## src/rsc_defs.svh

```systemverilog
`ifndef RSC_DEFS_SVH
`define RSC_DEFS_SVH

// ----------------------------------------
// timing
// ----------------------------------------
`define RSC_CLK_PERIOD_NS 40
`define RSC_CLK_KHZ 25000
`define RSC_POR_DELAY_MS 20
`define RSC_POR_DELAY_CYC (`RSC_POR_DELAY_MS * `RSC_CLK_KHZ)
`define RSC_MR_LOW_MIN_NS 20
`define RSC_MR_LOW_MIN_CYC (((`RSC_MR_LOW_MIN_NS + `RSC_CLK_PERIOD_NS - 1) / `RSC_CLK_PERIOD_NS) < 1 ? 1 : \
    ((`RSC_MR_LOW_MIN_NS + `RSC_CLK_PERIOD_NS - 1) / `RSC_CLK_PERIOD_NS))

// ----------------------------------------
// reset values and fields
// ----------------------------------------
`define RSC_MR_PIN_RST 1'b1
`define RSC_MS_MAX 3'h4
`define RSC_MS_W 3
`define RSC_STARTUP_W 2
`define RSC_ADDR_STRAP_W 2

`endif

```

## src/rsc_pkg.sv

```systemverilog
package rsc_pkg;

    // sequencer states
    typedef enum logic [3:0] {
        RSC_IDLE,
        RSC_STRAP,
        RSC_LOAD,
        RSC_VCO,
        RSC_APLL,
        RSC_DELAY,
        RSC_DIVSYNC,
        RSC_DPLL
    } rsc_state_t;

    // step reported to the analog and digital helpers
    typedef enum logic [2:0] {
        RSC_STEP_LOAD,
        RSC_STEP_VCO,
        RSC_STEP_APLL,
        RSC_STEP_DELAY,
        RSC_STEP_DIVSYNC,
        RSC_STEP_DPLL
    } rsc_step_t;

endpackage

```

## src/rsc_sync.sv

```systemverilog
`timescale 1ns/1ps
`default_nettype none

module rsc_sync #(
    parameter int W = 1,
    parameter logic RST_VAL = 1'b0
) (
    input wire logic ref_clk,
    input wire logic nrst,
    input wire logic [W-1:0] async_in,
    output logic [W-1:0] sync_out
);

    logic [W-1:0] meta_q;

    initial begin
        if (W < 1) begin
            $error("rsc_sync: W must be at least 1");
        end
    end

    // two-stage synchroniser, first stage feeds only the second
    always_ff @(posedge ref_clk) begin
        if (!nrst) begin
            meta_q <= {W{RST_VAL}};
            sync_out <= {W{RST_VAL}};
        end else begin
            meta_q <= async_in;
            sync_out <= meta_q;
        end
    end

endmodule

`default_nettype wire

```

## src/rsc_out_drive.sv

```systemverilog
`timescale 1ns/1ps
`default_nettype none

module rsc_out_drive #(
    parameter int NOUT = 4
) (
    input wire logic ref_clk,
    input wire logic nrst,
    input wire logic [NOUT-1:0] out_en,
    input wire logic [NOUT-1:0] out_is_cmos,
    input wire logic [NOUT-1:0] out_same_phase,
    input wire logic [NOUT-1:0] out_clk_in,
    output logic [NOUT-1:0] out_true,
    output logic [NOUT-1:0] out_comp
);

    initial begin
        if (NOUT < 1) begin
            $error("rsc_out_drive: NOUT must be at least 1");
        end
    end

    // ----------------------------------------
    // per-output drive and disable levels
    // ----------------------------------------
    for (genvar i = 0; i < NOUT; i++) begin : g_out
        // disabled: true low, complement high unless cmos same-phase
        always_ff @(posedge ref_clk) begin
            if (!nrst) begin
                out_true[i] <= 1'b0;
                out_comp[i] <= 1'b1;
            end else if (out_en[i]) begin
                out_true[i] <= out_clk_in[i];
                out_comp[i] <= (out_is_cmos[i] && out_same_phase[i]) ? out_clk_in[i] : ~out_clk_in[i];
            end else begin
                out_true[i] <= 1'b0;
                out_comp[i] <= !(out_is_cmos[i] && out_same_phase[i]);
            end
        end

        property p_disabled_level;
            @(posedge ref_clk) disable iff (!nrst)
            !out_en[i] |=> !out_true[i] && (out_comp[i] == !$past(out_is_cmos[i] && out_same_phase[i]));
        endproperty
        a_disabled_level: assert property (p_disabled_level) else $error("disabled output level wrong");
    end

endmodule

`default_nettype wire

```

## src/rsc_reset_seq.sv

```systemverilog
`timescale 1ns/1ps
`default_nettype none

`include "rsc_defs.svh"

module rsc_reset_seq
    import rsc_pkg::*;
#(
    parameter int unsigned POR_DELAY_CYC = `RSC_POR_DELAY_CYC,
    parameter int NGPIO = 4,
    parameter int NOUT = 4
) (
    input wire logic ref_clk,
    input wire logic nrst,
    input wire logic supply_ok_pin,
    input wire logic master_reset_pin,
    input wire logic chip_select_strap_pin,
    input wire logic data_out_strap_pin,
    input wire logic [NGPIO-1:0] gpio_strap_pin,
    input wire logic strap_cfg_en,
    input wire logic strap_addr_en,
    input wire logic relatch_on_soft,
    input wire logic reload_on_soft,
    input wire logic eeprom_present,
    input wire logic soft_reset_wr,
    input wire logic apll_reinit_wr,
    input wire logic [NGPIO-1:0] gpio_ready_sel,
    input wire logic [NOUT*`RSC_STARTUP_W-1:0] out_startup,
    input wire logic [NOUT-1:0] out_is_cmos,
    input wire logic [NOUT-1:0] out_same_phase,
    input wire logic [NOUT-1:0] out_clk_in,
    input wire logic step_done,
    output logic step_go,
    output rsc_step_t step_id,
    output logic eeprom_load_en,
    output logic por_q,
    output logic ready_q,
    output logic serial_port_en,
    output logic soft_reset_bit_q,
    output logic apll_reinit_bit_q,
    output logic irq_status_clr_q,
    output logic seq_busy,
    output logic [NGPIO+1:0] strap_q,
    output logic [NGPIO+1:0] config_strap_q,
    output logic [`RSC_ADDR_STRAP_W-1:0] i2c_addr_strap_q,
    output logic [NGPIO-1:0] gpio_ready_q,
    output logic [NOUT-1:0] out_true,
    output logic [NOUT-1:0] out_comp
);

    localparam int CW = $clog2(POR_DELAY_CYC + 1);

    initial begin
        if (POR_DELAY_CYC < 1 || NGPIO < 1 || NOUT < 1) begin
            $error("rsc_reset_seq: POR_DELAY_CYC, NGPIO and NOUT must be at least 1");
        end
    end

    // ----------------------------------------
    // pin synchronisers
    // ----------------------------------------
    logic supply_s;
    logic mr_s;
    logic [NGPIO+1:0] strap_s;

    rsc_sync #(.W(1), .RST_VAL(1'b0)) u_sync_supply (
        .ref_clk(ref_clk),
        .nrst(nrst),
        .async_in(supply_ok_pin),
        .sync_out(supply_s)
    );

    rsc_sync #(.W(1), .RST_VAL(`RSC_MR_PIN_RST)) u_sync_mr (
        .ref_clk(ref_clk),
        .nrst(nrst),
        .async_in(master_reset_pin),
        .sync_out(mr_s)
    );

    rsc_sync #(.W(NGPIO + 2), .RST_VAL(1'b0)) u_sync_strap (
        .ref_clk(ref_clk),
        .nrst(nrst),
        .async_in({gpio_strap_pin, data_out_strap_pin, chip_select_strap_pin}),
        .sync_out(strap_s)
    );

    // ----------------------------------------
    // power-on reset delay
    // ----------------------------------------
    logic [CW-1:0] por_cnt_q;

    // count the supply-good time, restart on any dropout
    always_ff @(posedge ref_clk) begin
        if (!nrst || !supply_s) begin
            por_cnt_q <= '0;
            por_q <= 1'b0;
        end else if (!por_q) begin
            if (por_cnt_q == CW'(POR_DELAY_CYC - 1)) begin
                por_q <= 1'b1;
            end else begin
                por_cnt_q <= por_cnt_q + CW'(1);
            end
        end
    end

    // ----------------------------------------
    // sequence start requests
    // ----------------------------------------
    logic mr_prev_q;
    logic first_q;
    logic mr_start;
    logic soft_take;
    logic reinit_take;

    // pin edge tracker; a low shorter than one clock may be missed
    always_ff @(posedge ref_clk) begin
        if (!nrst) begin
            mr_prev_q <= `RSC_MR_PIN_RST;
        end else begin
            mr_prev_q <= mr_s;
        end
    end

    // level starts the first run, a low-high edge each later one
    assign mr_start = por_q && (first_q ? (mr_s && !mr_prev_q) : mr_s);
    assign soft_take = soft_reset_bit_q && ready_q && !mr_start;
    assign reinit_take = apll_reinit_bit_q && ready_q && !mr_start && !soft_reset_bit_q;

    // remember that the first master run has begun
    always_ff @(posedge ref_clk) begin
        if (!nrst || !por_q) begin
            first_q <= 1'b0;
        end else if (mr_start) begin
            first_q <= 1'b1;
        end
    end

    // self-clearing command bits, writable only when ready
    always_ff @(posedge ref_clk) begin
        if (!nrst || !por_q) begin
            soft_reset_bit_q <= 1'b0;
            apll_reinit_bit_q <= 1'b0;
        end else begin
            soft_reset_bit_q <= soft_reset_wr && ready_q;
            apll_reinit_bit_q <= apll_reinit_wr && ready_q;
        end
    end

    // one-cycle clear of interrupt status on soft reset
    always_ff @(posedge ref_clk) begin
        if (!nrst) begin
            irq_status_clr_q <= 1'b0;
        end else begin
            irq_status_clr_q <= soft_take;
        end
    end

    // ----------------------------------------
    // sequencer
    // ----------------------------------------
    rsc_state_t state_q;
    logic issued_q;
    logic soft_q;
    logic reload_q;
    logic step_fin;

    assign step_fin = issued_q && step_done;

    // step walk: strap, load, vco, apll, delay cells, dividers, dpll
    always_ff @(posedge ref_clk) begin
        if (!nrst || !por_q) begin
            state_q <= RSC_IDLE;
            issued_q <= 1'b0;
            soft_q <= 1'b0;
            reload_q <= 1'b0;
        end else if (mr_start) begin
            state_q <= RSC_STRAP;
            issued_q <= 1'b0;
            soft_q <= 1'b0;
            reload_q <= 1'b1;
        end else if (soft_take) begin
            issued_q <= 1'b0;
            soft_q <= 1'b1;
            reload_q <= reload_on_soft;
            if (relatch_on_soft) begin
                state_q <= RSC_STRAP;
            end else if (reload_on_soft) begin
                state_q <= RSC_LOAD;
            end else begin
                state_q <= RSC_VCO;
            end
        end else if (reinit_take) begin
            state_q <= RSC_VCO;
            issued_q <= 1'b0;
            soft_q <= 1'b1;
            reload_q <= 1'b0;
        end else begin
            unique case (state_q)
                RSC_IDLE: begin
                    issued_q <= 1'b0;
                end
                RSC_STRAP: begin
                    state_q <= reload_q ? RSC_LOAD : RSC_VCO;
                end
                RSC_LOAD, RSC_VCO, RSC_APLL, RSC_DELAY, RSC_DIVSYNC, RSC_DPLL: begin
                    if (!issued_q) begin
                        issued_q <= 1'b1;
                    end else if (step_done) begin
                        issued_q <= 1'b0;
                        unique case (state_q)
                            RSC_LOAD: state_q <= RSC_VCO;
                            RSC_VCO: state_q <= RSC_APLL;
                            RSC_APLL: state_q <= RSC_DELAY;
                            RSC_DELAY: state_q <= RSC_DIVSYNC;
                            RSC_DIVSYNC: state_q <= RSC_DPLL;
                            default: state_q <= RSC_IDLE;
                        endcase
                    end
                end
            endcase
        end
    end

    // step request and its code
    assign step_go = (state_q != RSC_IDLE) && (state_q != RSC_STRAP) && !issued_q;
    assign seq_busy = (state_q != RSC_IDLE);
    assign eeprom_load_en = (state_q == RSC_LOAD) && eeprom_present;

    always_comb begin
        unique case (state_q)
            RSC_VCO: step_id = RSC_STEP_VCO;
            RSC_APLL: step_id = RSC_STEP_APLL;
            RSC_DELAY: step_id = RSC_STEP_DELAY;
            RSC_DIVSYNC: step_id = RSC_STEP_DIVSYNC;
            RSC_DPLL: step_id = RSC_STEP_DPLL;
            default: step_id = RSC_STEP_LOAD;
        endcase
    end

    // ----------------------------------------
    // ready flag and strap capture
    // ----------------------------------------
    // ready clears on master start or reloading soft reset, sets after load
    always_ff @(posedge ref_clk) begin
        if (!nrst || !por_q) begin
            ready_q <= 1'b0;
        end else if (mr_start) begin
            ready_q <= 1'b0;
        end else if (soft_take && reload_on_soft) begin
            ready_q <= 1'b0;
        end else if (state_q == RSC_LOAD && step_fin) begin
            ready_q <= 1'b1;
        end
    end

    assign serial_port_en = ready_q;

    // straps sampled in the strap step; decoded copies follow the enables
    always_ff @(posedge ref_clk) begin
        if (!nrst) begin
            strap_q <= '0;
        end else if (state_q == RSC_STRAP) begin
            strap_q <= strap_s;
        end
    end

    always_ff @(posedge ref_clk) begin
        if (!nrst) begin
            config_strap_q <= '0;
            i2c_addr_strap_q <= '0;
        end else begin
            config_strap_q <= strap_cfg_en ? strap_q : '0;
            i2c_addr_strap_q <= strap_addr_en ? strap_q[1:0] : '0;
        end
    end

    // ready flag mirrored on selected gpios
    for (genvar g = 0; g < NGPIO; g++) begin : g_gpio
        always_ff @(posedge ref_clk) begin
            if (!nrst) begin
                gpio_ready_q[g] <= 1'b0;
            end else begin
                gpio_ready_q[g] <= gpio_ready_sel[g] && ready_q;
            end
        end
    end

    // ----------------------------------------
    // output startup milestones
    // ----------------------------------------
    logic [`RSC_MS_W-1:0] ms_q;
    logic [NOUT-1:0] out_en;
    logic ms_evt;

    // milestones: load, apll lock, divider sync, dpll start
    assign ms_evt = step_fin && !soft_q &&
        (state_q == RSC_LOAD || state_q == RSC_APLL || state_q == RSC_DIVSYNC || state_q == RSC_DPLL);

    always_ff @(posedge ref_clk) begin
        if (!nrst || !por_q || mr_start) begin
            ms_q <= '0;
        end else if (ms_evt && ms_q != `RSC_MS_MAX) begin
            ms_q <= ms_q + `RSC_MS_W'(1);
        end
    end

    for (genvar o = 0; o < NOUT; o++) begin : g_en
        assign out_en[o] = ms_q > `RSC_MS_W'(out_startup[o*`RSC_STARTUP_W +: `RSC_STARTUP_W]);
    end

    rsc_out_drive #(.NOUT(NOUT)) u_out (
        .ref_clk(ref_clk),
        .nrst(nrst),
        .out_en(out_en),
        .out_is_cmos(out_is_cmos),
        .out_same_phase(out_same_phase),
        .out_clk_in(out_clk_in),
        .out_true(out_true),
        .out_comp(out_comp)
    );

    // ----------------------------------------
    // assertions
    // ----------------------------------------
    property p_por_delay;
        @(posedge ref_clk) disable iff (!nrst)
        $rose(por_q) |-> $past(por_cnt_q) == CW'(POR_DELAY_CYC - 1) && supply_s;
    endproperty
    a_por_delay: assert property (p_por_delay) else $error("por rose at wrong count");

    property p_first_start;
        @(posedge ref_clk) disable iff (!nrst)
        por_q && !first_q && mr_s |=> state_q == RSC_STRAP && first_q;
    endproperty
    a_first_start: assert property (p_first_start) else $error("first master run not started");

    property p_edge_start;
        @(posedge ref_clk) disable iff (!nrst)
        por_q && first_q && !mr_prev_q && mr_s |=> state_q == RSC_STRAP && !ready_q;
    endproperty
    a_edge_start: assert property (p_edge_start) else $error("pin edge did not restart");

    property p_hold_low;
        @(posedge ref_clk) disable iff (!nrst)
        por_q && !first_q && !mr_s |=> !first_q;
    endproperty
    a_hold_low: assert property (p_hold_low) else $error("master run began with pin low");

    property p_out_off;
        @(posedge ref_clk) disable iff (!nrst)
        mr_start |=> ms_q == '0 ##1 out_true == '0;
    endproperty
    a_out_off: assert property (p_out_off) else $error("outputs not disabled at master start");

    property p_order;
        @(posedge ref_clk) disable iff (!nrst || mr_start || soft_take || reinit_take)
        state_q == RSC_APLL && step_fin |=> state_q == RSC_DELAY && step_go && step_id == RSC_STEP_DELAY;
    endproperty
    a_order: assert property (p_order) else $error("step order broken");

    property p_port_gate;
        @(posedge ref_clk) disable iff (!nrst)
        (serial_port_en == ready_q) && (!soft_reset_bit_q || $past(ready_q));
    endproperty
    a_port_gate: assert property (p_port_gate) else $error("port enable differs from ready");

    property p_soft_clear;
        @(posedge ref_clk) disable iff (!nrst || mr_start)
        soft_take |=> irq_status_clr_q && !soft_reset_bit_q;
    endproperty
    a_soft_clear: assert property (p_soft_clear) else $error("soft reset did not clear status");

    property p_no_relatch;
        @(posedge ref_clk) disable iff (!nrst || mr_start)
        soft_take && !relatch_on_soft |=> state_q != RSC_STRAP ##1 $stable(strap_q);
    endproperty
    a_no_relatch: assert property (p_no_relatch) else $error("straps resampled without relatch");

    property p_reload;
        @(posedge ref_clk) disable iff (!nrst || mr_start)
        soft_take && reload_on_soft && !relatch_on_soft |=> !ready_q && state_q == RSC_LOAD;
    endproperty
    a_reload: assert property (p_reload) else $error("reload soft reset wrong");

    property p_reinit;
        @(posedge ref_clk) disable iff (!nrst || mr_start)
        reinit_take |=> state_q == RSC_VCO && ready_q && !irq_status_clr_q;
    endproperty
    a_reinit: assert property (p_reinit) else $error("loop restart wrong");

    property p_ready_load;
        @(posedge ref_clk) disable iff (!nrst)
        $rose(ready_q) |-> $past(state_q) == RSC_LOAD && $past(step_fin);
    endproperty
    a_ready_load: assert property (p_ready_load) else $error("ready set outside load");

    property p_gpio_mirror;
        @(posedge ref_clk) disable iff (!nrst)
        gpio_ready_sel[0] && ready_q |=> gpio_ready_q[0];
    endproperty
    a_gpio_mirror: assert property (p_gpio_mirror) else $error("gpio does not mirror ready");

    c_master_done: cover property (@(posedge ref_clk) disable iff (!nrst)
        state_q == RSC_DPLL && step_fin && !soft_q);
    c_soft_reload: cover property (@(posedge ref_clk) disable iff (!nrst) soft_take && reload_on_soft);
    c_reinit: cover property (@(posedge ref_clk) disable iff (!nrst) reinit_take);
    c_restart: cover property (@(posedge ref_clk) disable iff (!nrst) mr_start && first_q);

endmodule

`default_nettype wire

```

## config.mk

```make
export PLATFORM = sky130hd
export DESIGN_NAME = rsc_reset_seq
export DESIGN_NICKNAME = d
export VERILOG_FILES = /design/src/rsc_pkg.sv /design/src/rsc_sync.sv /design/src/rsc_out_drive.sv /design/src/rsc_reset_seq.sv
export VERILOG_INCLUDE_DIRS = /design/src
export SDC_FILE = /design/constraint.sdc
export NUM_CORES = 1
export LEC_CHECK = 0
export ABC_AREA = 0
export BUFFER_PORTS_ARGS = -buffer_cell sky130_fd_sc_hd__buf_4
export CORE_ASPECT_RATIO = 0.75
export CORE_MARGIN = 3
export CORE_UTILIZATION = 56
export CTS_CLUSTER_DIAMETER = 40
export DETAILED_ROUTE_END_ITERATION = 8
export HOLD_SLACK_MARGIN = 0.02
export PLACE_DENSITY = 0.82
export SYNTH_ARGS = -nofsm -noshare
export SYNTH_HDL_FRONTEND = slang
export SYNTH_SLANG_ARGS = --single-unit
```

## constraint.sdc

```tcl
create_clock -name ref_clk -period 3.4 [get_ports ref_clk]
set_clock_uncertainty 0.2 [all_clocks]
set_input_delay 0 -clock ref_clk [delete_from_list [all_inputs] [get_ports ref_clk]]
set_output_delay 0 -clock ref_clk [all_outputs]
set_load 0.05 [all_outputs]
```

### Word-level counts from Yosys, hierarchy flattened

Index checks and enable logic that the tools add are counted.

* flip-flop bits (word level): 78
* bits of input ports: 42
* output and inout port bits: 38
* logic and storage cells: 155

* $add $sub $neg: 2
* order comparisons: 4
* equal/unequal tests: 14
* mux-type cells: 30
* bitwise logic cells: 6
* reduce and logical (&&, ||, !) cells: 64

Operator list (number)
* case mux 3 bit (5 select lines): 2
* logical AND 1 bit: 26
* two-way mux 1 bit: 21
* adder 19 x 1 -> 19 bit, second input constant: 1
* == test 19 bit, second input constant: 1
* == test 4 x 3 -> 1 bit, second input constant: 4
* two-way mux 4 bit: 4
* AND reduction 2 bit: 7
* greater-than comparator 3 x 2 -> 1 bit: 4
* zero test 1 bit: 12
* inequality test 5 bit, second input constant: 2
* == test 4 x 2 -> 1 bit, second input constant: 2
* inequality test 4 bit, second input constant: 2
* case mux 4 bit (2 select lines): 1
* nonzero test 4 bit: 2
* logical OR 1 bit: 6
* NOT 1 bit: 6
* AND reduction 3 bit: 2
* OR reduction 6 bit: 1
* nonzero test 5 bit: 1
* == test 4 x 1 -> 1 bit, second input constant: 1
* zero test 4 bit: 1
* inequality test 4 x 1 -> 1 bit, second input constant: 1
* nonzero test 2 bit: 2
* other kinds (8): 8

### Logic depth before layout (Yosys ltp)

Gate-level depths: netlist (run 1).

* word-level depth: 10
* depth in mapped cells: 7
* mapped depth without buffers: 7

### Cells and area by module

A second synthesis (run 1) with hierarchy kept.

* cells, all modules: 346
* area, all modules: 3196.8 um2

Modules (own cells, without submodules)
* rsc_reset_seq: instances 1, cells an instance 285, area an instance 2489.9 um2, sequential area each 1061.0 um2
* rsc_sync (u_sync_strap): instances 1, cells an instance 25, area an instance 336.6 um2, sequential area each 240.2 um2
* rsc_out_drive: instances 1, cells an instance 28, area an instance 265.3 um2, sequential area each 160.2 um2
* rsc_sync (u_sync_mr ...): instances 2, cells an instance 4, area an instance 52.6 um2, sequential area each 40.0 um2

### Least setup slack after synthesis (run 1)

No wires, ideal clock.

* path type: flip-flop to output port
* from: register state_q[0]
* to: output port eeprom_load_en
* arrival: 2047 ps
* data required time: 3200 ps
* setup slack: 1153 ps
* stages on the path, launching flop included: 3
* path buffers: 1
* cell sequence: dfxtp_1 clkbuf_1 nor4bb_1

* cells in the longest elaborated chain, start to end: 2

Ends and longest elaborated chain
* start: declaration: line rsc_reset_seq.sv:161 `rsc_state_t state_q;`
* start signal: assignment: line rsc_reset_seq.sv:203 `state_q <= reload_q ? RSC_LOAD : RSC_VCO;`
* == test 4 x 2 -> 1 bit: line rsc_reset_seq.sv:227 `assign eeprom_load_en = (state_q == RSC_LOAD) && eeprom_present;`
* logical AND 1 bit: line rsc_reset_seq.sv:227
* end: declaration: line rsc_reset_seq.sv:35 `output logic eeprom_load_en,`

Every way passes these cells.

### Worst setup path in the final report (run 1)

* from: register ms_q[1]
* to: register u_out.out_comp[2]

* cells in the longest elaborated chain, start to end: 2

Ends and longest elaborated chain
* start: declaration: line rsc_reset_seq.sv:291 `` logic [`RSC_MS_W-1:0] ms_q; ``
* start signal: assignment: line rsc_reset_seq.sv:303 `` ms_q <= ms_q + `RSC_MS_W'(1); ``
* greater-than comparator 3 x 2 -> 1 bit: line rsc_reset_seq.sv:308 `` assign out_en[o] = ms_q > `RSC_MS_W'(out_startup[o*`RSC_STARTUP_W +: `RSC_STARTUP_W]); ``
* two-way mux 1 bit: line rsc_out_drive.sv:32 `end else if (out_en[i]) begin`
* end signal: indexed assignment: line rsc_out_drive.sv:34 `out_comp[i] <= (out_is_cmos[i] && out_same_phase[i]) ? out_clk_in[i] : ~out_clk_in[i];`
* end signal: indexed assignment: line rsc_out_drive.sv:37 `out_comp[i] <= !(out_is_cmos[i] && out_same_phase[i]);`
* end: declaration: line rsc_out_drive.sv:14 `output logic [NOUT-1:0] out_comp`

Every way passes these cells.
A chain may end at the register's enable or synchronous reset.

==> results.rst, run 1 <==
.. list-table::
   :header-rows: 1

   * - Metric
     - Value
   * - Cell type with the largest total area after synthesis
     - dfxtp_1
   * - Kind of capture point of the worst setup path
     - register
   * - Vias after detailed routing
     - 2912
   * - Fill count
     - 273
   * - Family with the most delay on the worst path
     - buffers and inverters
   * - Worst VDD drop
     - 0.0002655 V
   * - Crit Path Class
     - register to register
   * - Starting utilization of the core area
     - 60.34%
   * - Wire length of the first global-routing pass
     - 13.93 mm
   * - Initial antenna violation count
     - 0
   * - Post-route clock period utilization
     - 72.74%
   * - Total number of nets in the final design
     - 515
   * - Setup violation total in the final timing report
     - 0
   * - Class of the most critical hold timing path
     - input pin to register
   * - Worst relative slew slack
     - 49.57%
   * - IO Port Bufs
     - 79
   * - Startpoint class of the critical path
     - register
   * - TritonCTS clock tree
     - done
   * - Library cell used as clock root buffer
     - clkbuf_8
   * - Status
     - completed
   * - Count of standard-cell rows
     - 22
   * - Global placer's final weighted congestion
     - 0.8780
   * - Actual transition at the worst max-transition pin
     - 0.7485 ns
   * - Wire length per cell
     - 15.44 um
   * - RSZ-0062 raised after global routing
     - false
   * - Setup TNS
     - 0 ns
   * - Worst-path cell with the longest stage delay
     - dlygate4sd3_1
   * - Fraction of synthesized cell area taken by the top area cell type
     - 50.16%
   * - Required time at the endpoint of the critical path
     - 3.44 ns
   * - Post-synthesis instance area
     - 3073 um^2
   * - Global-route usage over all layers
     - 27.54%
   * - Number of enable-type register cells in the synthesized netlist
     - 0
   * - Final standard cell count with taps included and fillers excluded
     - 539
   * - DIE HEIGHT
     - 70.15 um
   * - Drt total wl
     - 8.322 mm
   * - Count of mapped cells out of synthesis
     - 334
   * - Number of instances in the placed design
     - 474
   * - Synth Net Count
     - 387
   * - Post-detailed-placement half-perimeter wirelength
     - 4.875 mm
   * - Post-CTS clock slew at the launch and capture registers of the worst setup and hold paths
     - 0.09 ns
   * - Flip-flop and latch count after synthesis
     - 77
   * - Synthesis-to-finish area growth
     - 42.75%
   * - Most common flop cell mapped by yosys
     - dfxtp_1
   * - Global-route congestion overflow total
     - 0
   * - Number of detailed-routing iterations run before antenna repair
     - 5
   * - Leakage
     - 1.957 nW
   * - Violation count after the first detailed-routing iteration
     - 268
   * - Total buffers and inverters traversed by the critical path
     - 1
   * - Cell breakdown of the critical path
     - ha_1 > nor2b_1 > a2bb2oi_1 > o21ai_0 > xor2_1 > dlygate4sd3_1 > nand2_1
   * - Max capacitance violation total
     - 0
   * - Core Region
     - 5092 um^2
   * - Most frequent standard cell in the layout excluding fill and tap cells
     - buf_4
   * - Cell types with the largest area share after synthesis
     - dfxtp_1 (50%), nand2_1 (5.7%), ha_1 (4.5%)
   * - FFs w/ async S/R, synth
     - 0%
   * - Maximum fanout encountered on the critical timing path
     - 7
   * - Total count of hold-check failures in the final report
     - 0
   * - Largest net degree at the start of global routing
     - 39
   * - Count of distinct cell types in the synthesized netlist
     - 51
   * - Via count of the first global-routing pass
     - 2845
   * - Max Buffers Root-to-Sink
     - 2
   * - Max stage delay on crit path
     - 0.58 ns
   * - Die extent in x
     - 91.54 um
   * - Clock latency at the later pin of the worst-skew pair
     - 0.36 ns
   * - Die Area
     - 6421 um^2
   * - Average vias per placed instance
     - 5.403
   * - Antenna diode count
     - 0
   * - Signal arrival time at the worst endpoint
     - 2.51 ns
   * - Number of warnings reported in the yosys synthesis log
     - 0
   * - Worst Setup Slack, final
     - 0.9269 ns
   * - Average cell area after synthesis
     - 9.200 um^2
   * - Sequential-to-total area share from yosys stat
     - 50.16%
   * - Fraction of layout cells with a size suffix above 1
     - 24.41%
   * - Number of levels the H-tree was split into
     - 3
   * - Final worst path period need
     - 2.473 ns
   * - DRC
     - 0
   * - Cts bufs inserted
     - 9
   * - Commonest cells after routing, fill and taps aside
     - buf_4 (79), dfxtp_1 (77), dlygate4sd3_1 (49)
   * - Clock Sinks
     - 77
   * - Max Freq
     - 404.4 MHz
   * - I/O pin count
     - 80
   * - Final Slew Violations
     - 0
   * - Post-CTS sizing
     - 0
   * - Setup slack after placement
     - 1.313 ns
   * - Power density over cell area
     - 392.0 nW/um^2
   * - Post-route ant nets
     - 0
## registers in the layout, summed over array words and instances, names as in the netlist, 4 cells and up
| register | count |
|---|---|
| config_strap_q | 6 |
| gpio_ready_q | 4 |
| por_cnt_q | 19 |
| strap_q | 6 |
| u_out.out_comp | 4 |
| u_out.out_true | 4 |
| u_sync_strap.meta_q | 6 |
| u_sync_strap.sync_out | 6 |
## path summary, 6_finish.rpt
check	from	to	slack [ns]	cells past startpoint
min reg2reg	u_sync_strap.sync_out[2]	strap_q[2]	0.24	2
max	ms_q[1]	u_out.out_comp[2]	0.93	7
min	out_startup[6]	u_out.out_true[3]	0.04	5
max reg2reg	ms_q[1]	u_out.out_comp[2]	0.93	7
## per-layer routing
metal / track usage, % / routed length [um] / vias up
met5: 0 / 0 / -
met4: 8.361 / 140 / 0
met3: 7.212 / 636 / 15
met2: 47.37 / 4209 / 135
met1: 33.72 / 3336 / 1364
li1: - / - / 1398
## through the flow
stage	util (%)	total power [mW]	instance area (um^2)	hold slack [ns]
2_1_floorplan	-	0.9834	3073	-0.09853
3_3_place_gp	72.83	1.031	3709	-0.01633
3_5_place_dp	72.83	1.033	3709	-0.008600
4_1_cts	86.14	1.713	4387	0.03831
5_1_grt	86.14	1.781	4387	0.1014
6_report	86.14	1.719	4387	0.04132
## power by group
part           switching, mW  internal (mW)  leakage [nW]
Clock                  0.380          0.281        0.0903
Combinational         0.0568         0.0830          1.24
Sequential           0.00416          0.914         0.625
## worst register-to-register path, delay by kind of cell (launching register included)
family,cells,cell delay [ns]
compound gates,2,0.44
xor+xnor,1,0.20
fa+ha+maj,1,0.29
buf+inv,1,0.58
flops,1,0.46
simple gates,2,0.18
## what timing repair did
action | 4_1_cts | 5_1_grt
hold buffers | 49 | 0
buffers inserted | 0 | 0
endpoints found under the hold margin | 53 | 0
## cell families after synthesis
family                   Yosys count  share of synthesized area (%)
AND/OR/NAND/NOR                  149                          25.16
flip-flops                        77                          50.16
AO/OA/AOI/OAI                     57                          12.42
buffers and inverters             24                          3.135
XOR/XNOR                          14                          3.990
adder cells (fa/ha/maj)           11                          4.479
multiplexers                       2                         0.6515
## cells in the mapped netlist (2+ instances only)
cell and instances:
dfxtp_1 77, nand2_1 47, nor2_1 33, a21oi_1 20, and2_1 15, and3_1 13, inv_1 12, ha_1 11
o21ai_0 10, clkbuf_1 8, xor2_1 8, nor2b_1 6, xnor2_1 6, a31o_2 5, a31oi_1 5, nand4_1 5
a2bb2oi_1 4, nand2b_1 4, nor3_1 4, nand3_1 3, or3_1 3, a41o_2 2, buf_2 2, mux2i_1 2
nand3b_1 2, o22ai_1 2
## layout make-up
type                       instances  area (um^2)  area share [%]
clock buffer                       9        123.9           2.824
tap                               72        90.09           2.054
multi-input combinational        233         1435           32.72
inverter                          13        48.80           1.112
timing repair buffer             128         1084           24.70
clock inverter                     7        63.81           1.455
sequential                        77         1541           35.14
Note: power is estimated with default switching activity, not from simulation.
==> run 2: changes to the inputs <==
--- a/config.mk
+++ b/config.mk
@@ -6,15 +6,15 @@
 export SDC_FILE = /design/constraint.sdc
 export NUM_CORES = 1
 export LEC_CHECK = 0
-export ABC_AREA = 0
+export ABC_AREA = 1
 export BUFFER_PORTS_ARGS = -buffer_cell sky130_fd_sc_hd__buf_4
 export CORE_ASPECT_RATIO = 0.75
 export CORE_MARGIN = 3
-export CORE_UTILIZATION = 56
+export CORE_UTILIZATION = 53
 export CTS_CLUSTER_DIAMETER = 40
 export DETAILED_ROUTE_END_ITERATION = 8
 export HOLD_SLACK_MARGIN = 0.02
-export PLACE_DENSITY = 0.82
+export PLACE_DENSITY = 0.77
 export SYNTH_ARGS = -nofsm -noshare
 export SYNTH_HDL_FRONTEND = slang
 export SYNTH_SLANG_ARGS = --single-unit
==> constraint.sdc (replaced) <==
create_clock -name ref_clk -period 2.48 [get_ports ref_clk]
set_clock_uncertainty 0.2 [all_clocks]
set_input_delay 0 -clock ref_clk [delete_from_list [all_inputs] [get_ports ref_clk]]
set_output_delay 0 -clock ref_clk [all_outputs]
set_load 0.05 [all_outputs]
==> results.rst, run 2 <==
.. list-table::
   :header-rows: 1

   * - Metric
     - Value
   * - Startpoint class of the critical path
     - register
   * - Cell types with the largest area share after synthesis
     - dfxtp_1 (45%), nand2_1 (13%), inv_1 (7.5%)
   * - Hold Worst Slack
     - 0.06736 ns
   * - Critical register-to-register path startpoint
     - ms_q[1]
   * - Global-route congestion overflow total
     - 0
   * - DIE HEIGHT
     - 75.62 um
   * - Via count of the first global-routing pass
     - 3294
   * - Commonest cells after routing, fill and taps aside
     - nand2_1 (123), buf_4 (82), dfxtp_1 (77)
   * - Cell Area, Placed
     - 4076 um^2
   * - Post-route ant nets
     - 0
   * - Cts bufs inserted
     - 9
   * - Starting utilization of the core area
     - 56.74%
   * - Synth Net Count
     - 520
   * - Average vias per placed instance
     - 5.015
   * - Worst VDD drop
     - 0.0004050 V
   * - Register with the highest flop count
     - por_cnt_q
   * - Count of distinct cell types in the synthesized netlist
     - 34
   * - Cell type with the largest total area after synthesis
     - dfxtp_1
   * - Worst Hold Endpoint
     - u_out.out_true[1]
   * - Most common flop cell mapped by yosys
     - dfxtp_1
   * - Clock Sinks
     - 77
   * - Most instantiated library cell after synthesis
     - nand2_1
   * - Register-to-Register Path Depth
     - 8
   * - Capture point of the worst reg-to-reg path
     - u_out.out_comp[3]
   * - Crit path top cell by count
     - inv_1
   * - Total number of nets in the final design
     - 654
   * - DRC
     - 0
   * - Average cell area after synthesis
     - 7.333 um^2
   * - Worst Setup Slack, final
     - 0.3892 ns
   * - Fraction of layout cells with a size suffix above 1
     - 18.98%
   * - Antenna diode count
     - 0
   * - Crit Path Class
     - register to register
   * - Leading post-synthesis cells by instance count
     - nand2_1 (123), dfxtp_1 (77), inv_1 (68)
   * - Max capacitance violation total
     - 0
   * - Post-CTS sizing
     - 0
   * - Number of instances in the placed design
     - 617
   * - Most frequent standard cell in the layout excluding fill and tap cells
     - nand2_1
   * - Count of standard-cell rows
     - 24
   * - Drt total wl
     - 9.013 mm
   * - Number of levels the H-tree was split into
     - 3
   * - Die Area
     - 7472 um^2
   * - Core Region
     - 6036 um^2
   * - Total buffers and inverters traversed by the critical path
     - 3
   * - Total count of hold-check failures in the final report
     - 0
   * - Final worst path period need
     - 2.091 ns
   * - Cell count along the critical path
     - 8
   * - Launch instance of the worst min-delay path
     - out_startup[2]
   * - Post-route clock period utilization
     - 84.31%
   * - Synthesis-to-finish area growth
     - 41.18%
   * - Final Slew Violations
     - 0
   * - Number of enable-type register cells in the synthesized netlist
     - 0
   * - Setup slack after placement
     - 0.4714 ns
   * - Class of the most critical hold timing path
     - input pin to register
   * - Max Buffers Root-to-Sink
     - 2
   * - TritonCTS clock tree
     - done
   * - IO Port Bufs
     - 79
   * - Kind of capture point of the worst setup path
     - register
   * - Total Power
     - 2.592 mW
   * - Violation count after the first detailed-routing iteration
     - 224
   * - Setup violation total in the final timing report
     - 0
   * - Worst relative slew slack
     - 62.37%
   * - Library cell used as clock root buffer
     - clkbuf_8
   * - FFs w/ async S/R, synth
     - 0%
   * - Vias after detailed routing
     - 3430
   * - Wire length per cell
     - 13.18 um
   * - Initial antenna violation count
     - 0
   * - I/O pin count
     - 80
   * - Required time at the endpoint of the critical path
     - 2.50 ns
   * - Global placer's final weighted congestion
     - 0.9877
   * - Wire length of the first global-routing pass
     - 14.91 mm
   * - Flip-flop and latch count after synthesis
     - 77
   * - Util after Layout
     - 80.10%
   * - Clock latency at the later pin of the worst-skew pair
     - 0.33 ns
   * - Worst reg-to-reg setup slack
     - 0.39 ns
   * - Design area
     - 4835 um^2
   * - Power density over cell area
     - 536.2 nW/um^2
   * - Global-route usage over all layers
     - 25.20%
   * - RSZ-0062 raised after global routing
     - false
   * - Post-detailed-placement half-perimeter wirelength
     - 5.944 mm
   * - Post-CTS clock slew at the launch and capture registers of the worst setup and hold paths
     - 0.08 ns
   * - Sequential-to-total area share from yosys stat
     - 45.01%
   * - Fill count
     - 396
   * - Number of flip-flops in the largest register
     - 19
   * - Family with the most delay on the worst path
     - buffers and inverters
   * - Die extent in x
     - 98.82 um
   * - Worst-path cell with the longest stage delay
     - dlygate4sd3_1
   * - Leakage
     - 2.169 nW
   * - Status
     - completed
   * - Largest net degree at the start of global routing
     - 19
   * - Setup TNS
     - 0 ns
   * - Number of hold buffers added after CTS
     - 51
   * - Number of buffers inserted by post-CTS setup repair
     - 0
   * - Actual transition at the worst max-transition pin
     - 0.5631 ns
   * - Number of detailed-routing iterations run before antenna repair
     - 5
   * - Final standard cell count with taps included and fillers excluded
     - 684
   * - Count of mapped cells out of synthesis
     - 467
   * - Maximum fanout encountered on the critical timing path
     - 6
   * - Max Freq
     - 478.3 MHz
   * - Max stage delay on crit path
     - 0.58 ns
   * - Number of warnings reported in the yosys synthesis log
     - 0
   * - Cell breakdown of the critical path
     - ha_1 > inv_1 > o21bai_1 > a21oi_1 > inv_1 > nand4_1 > dlygate4sd3_1 > nand3_1
   * - Fraction of synthesized cell area taken by the top area cell type
     - 45.01%
   * - Min-Delay Path Depth
     - 7
   * - Signal arrival time at the worst endpoint
     - 2.11 ns
   * - Post-synthesis instance area
     - 3425 um^2
[run 2: final cells by class]
type | instances | area, um^2 | area share, %
tap | 78 | 97.59 | 2.019
clock inverter | 7 | 123.9 | 2.562
timing repair buffer | 133 | 1126 | 23.29
multi-input combinational | 310 | 1559 | 32.25
inverter | 70 | 262.8 | 5.435
sequential | 77 | 1541 | 31.88
clock buffer | 9 | 123.9 | 2.562
[run 2: cell families after synthesis]
group,count (synthesis),share of synthesized area [%]
AOI/OAI and AO/OA,58,9.682
adders and majority gates,11,4.019
DFF,77,45.01
buffers and inverters,80,9.463
xor gates and xnor gates,13,3.325
and+or+nand+nor,228,28.50
[run 2: routing by layer]
metal  global-route usage (%)  part of all wire, %
met3                    5.672                  6.2
met4                    8.788                  1.6
met5                        0                    0
met2                    45.31                   49
met1                    30.34                   43
[run 2: power by group]
group	switching, mW	internal, mW
logic	0.0847	0.109
clock network	0.466	0.673
registers	0.00568	1.25
total	0.557	2.04
[run 2: worst min-delay path, stage by stage]
cell and delay [ns]:
buf_4 0.08, ha_1 0.13, nand2_1 0.04, a21oi_1 0.13, inv_1 0.06, nand2_1 0.08, nor2_1 0.04
[run 2: how the worst max path moves through the flow]
stage | from | end
2_1_floorplan | state_q[2] | state_q[1]
3_3_place_gp | por_cnt_q[0] | por_cnt_q[11]
5_1_grt | por_cnt_q[0] | por_cnt_q[0]
3_5_place_dp | por_cnt_q[0] | por_cnt_q[0]
4_1_cts | ms_q[1] | u_out.out_comp[2]
6_report | ms_q[1] | u_out.out_comp[3]
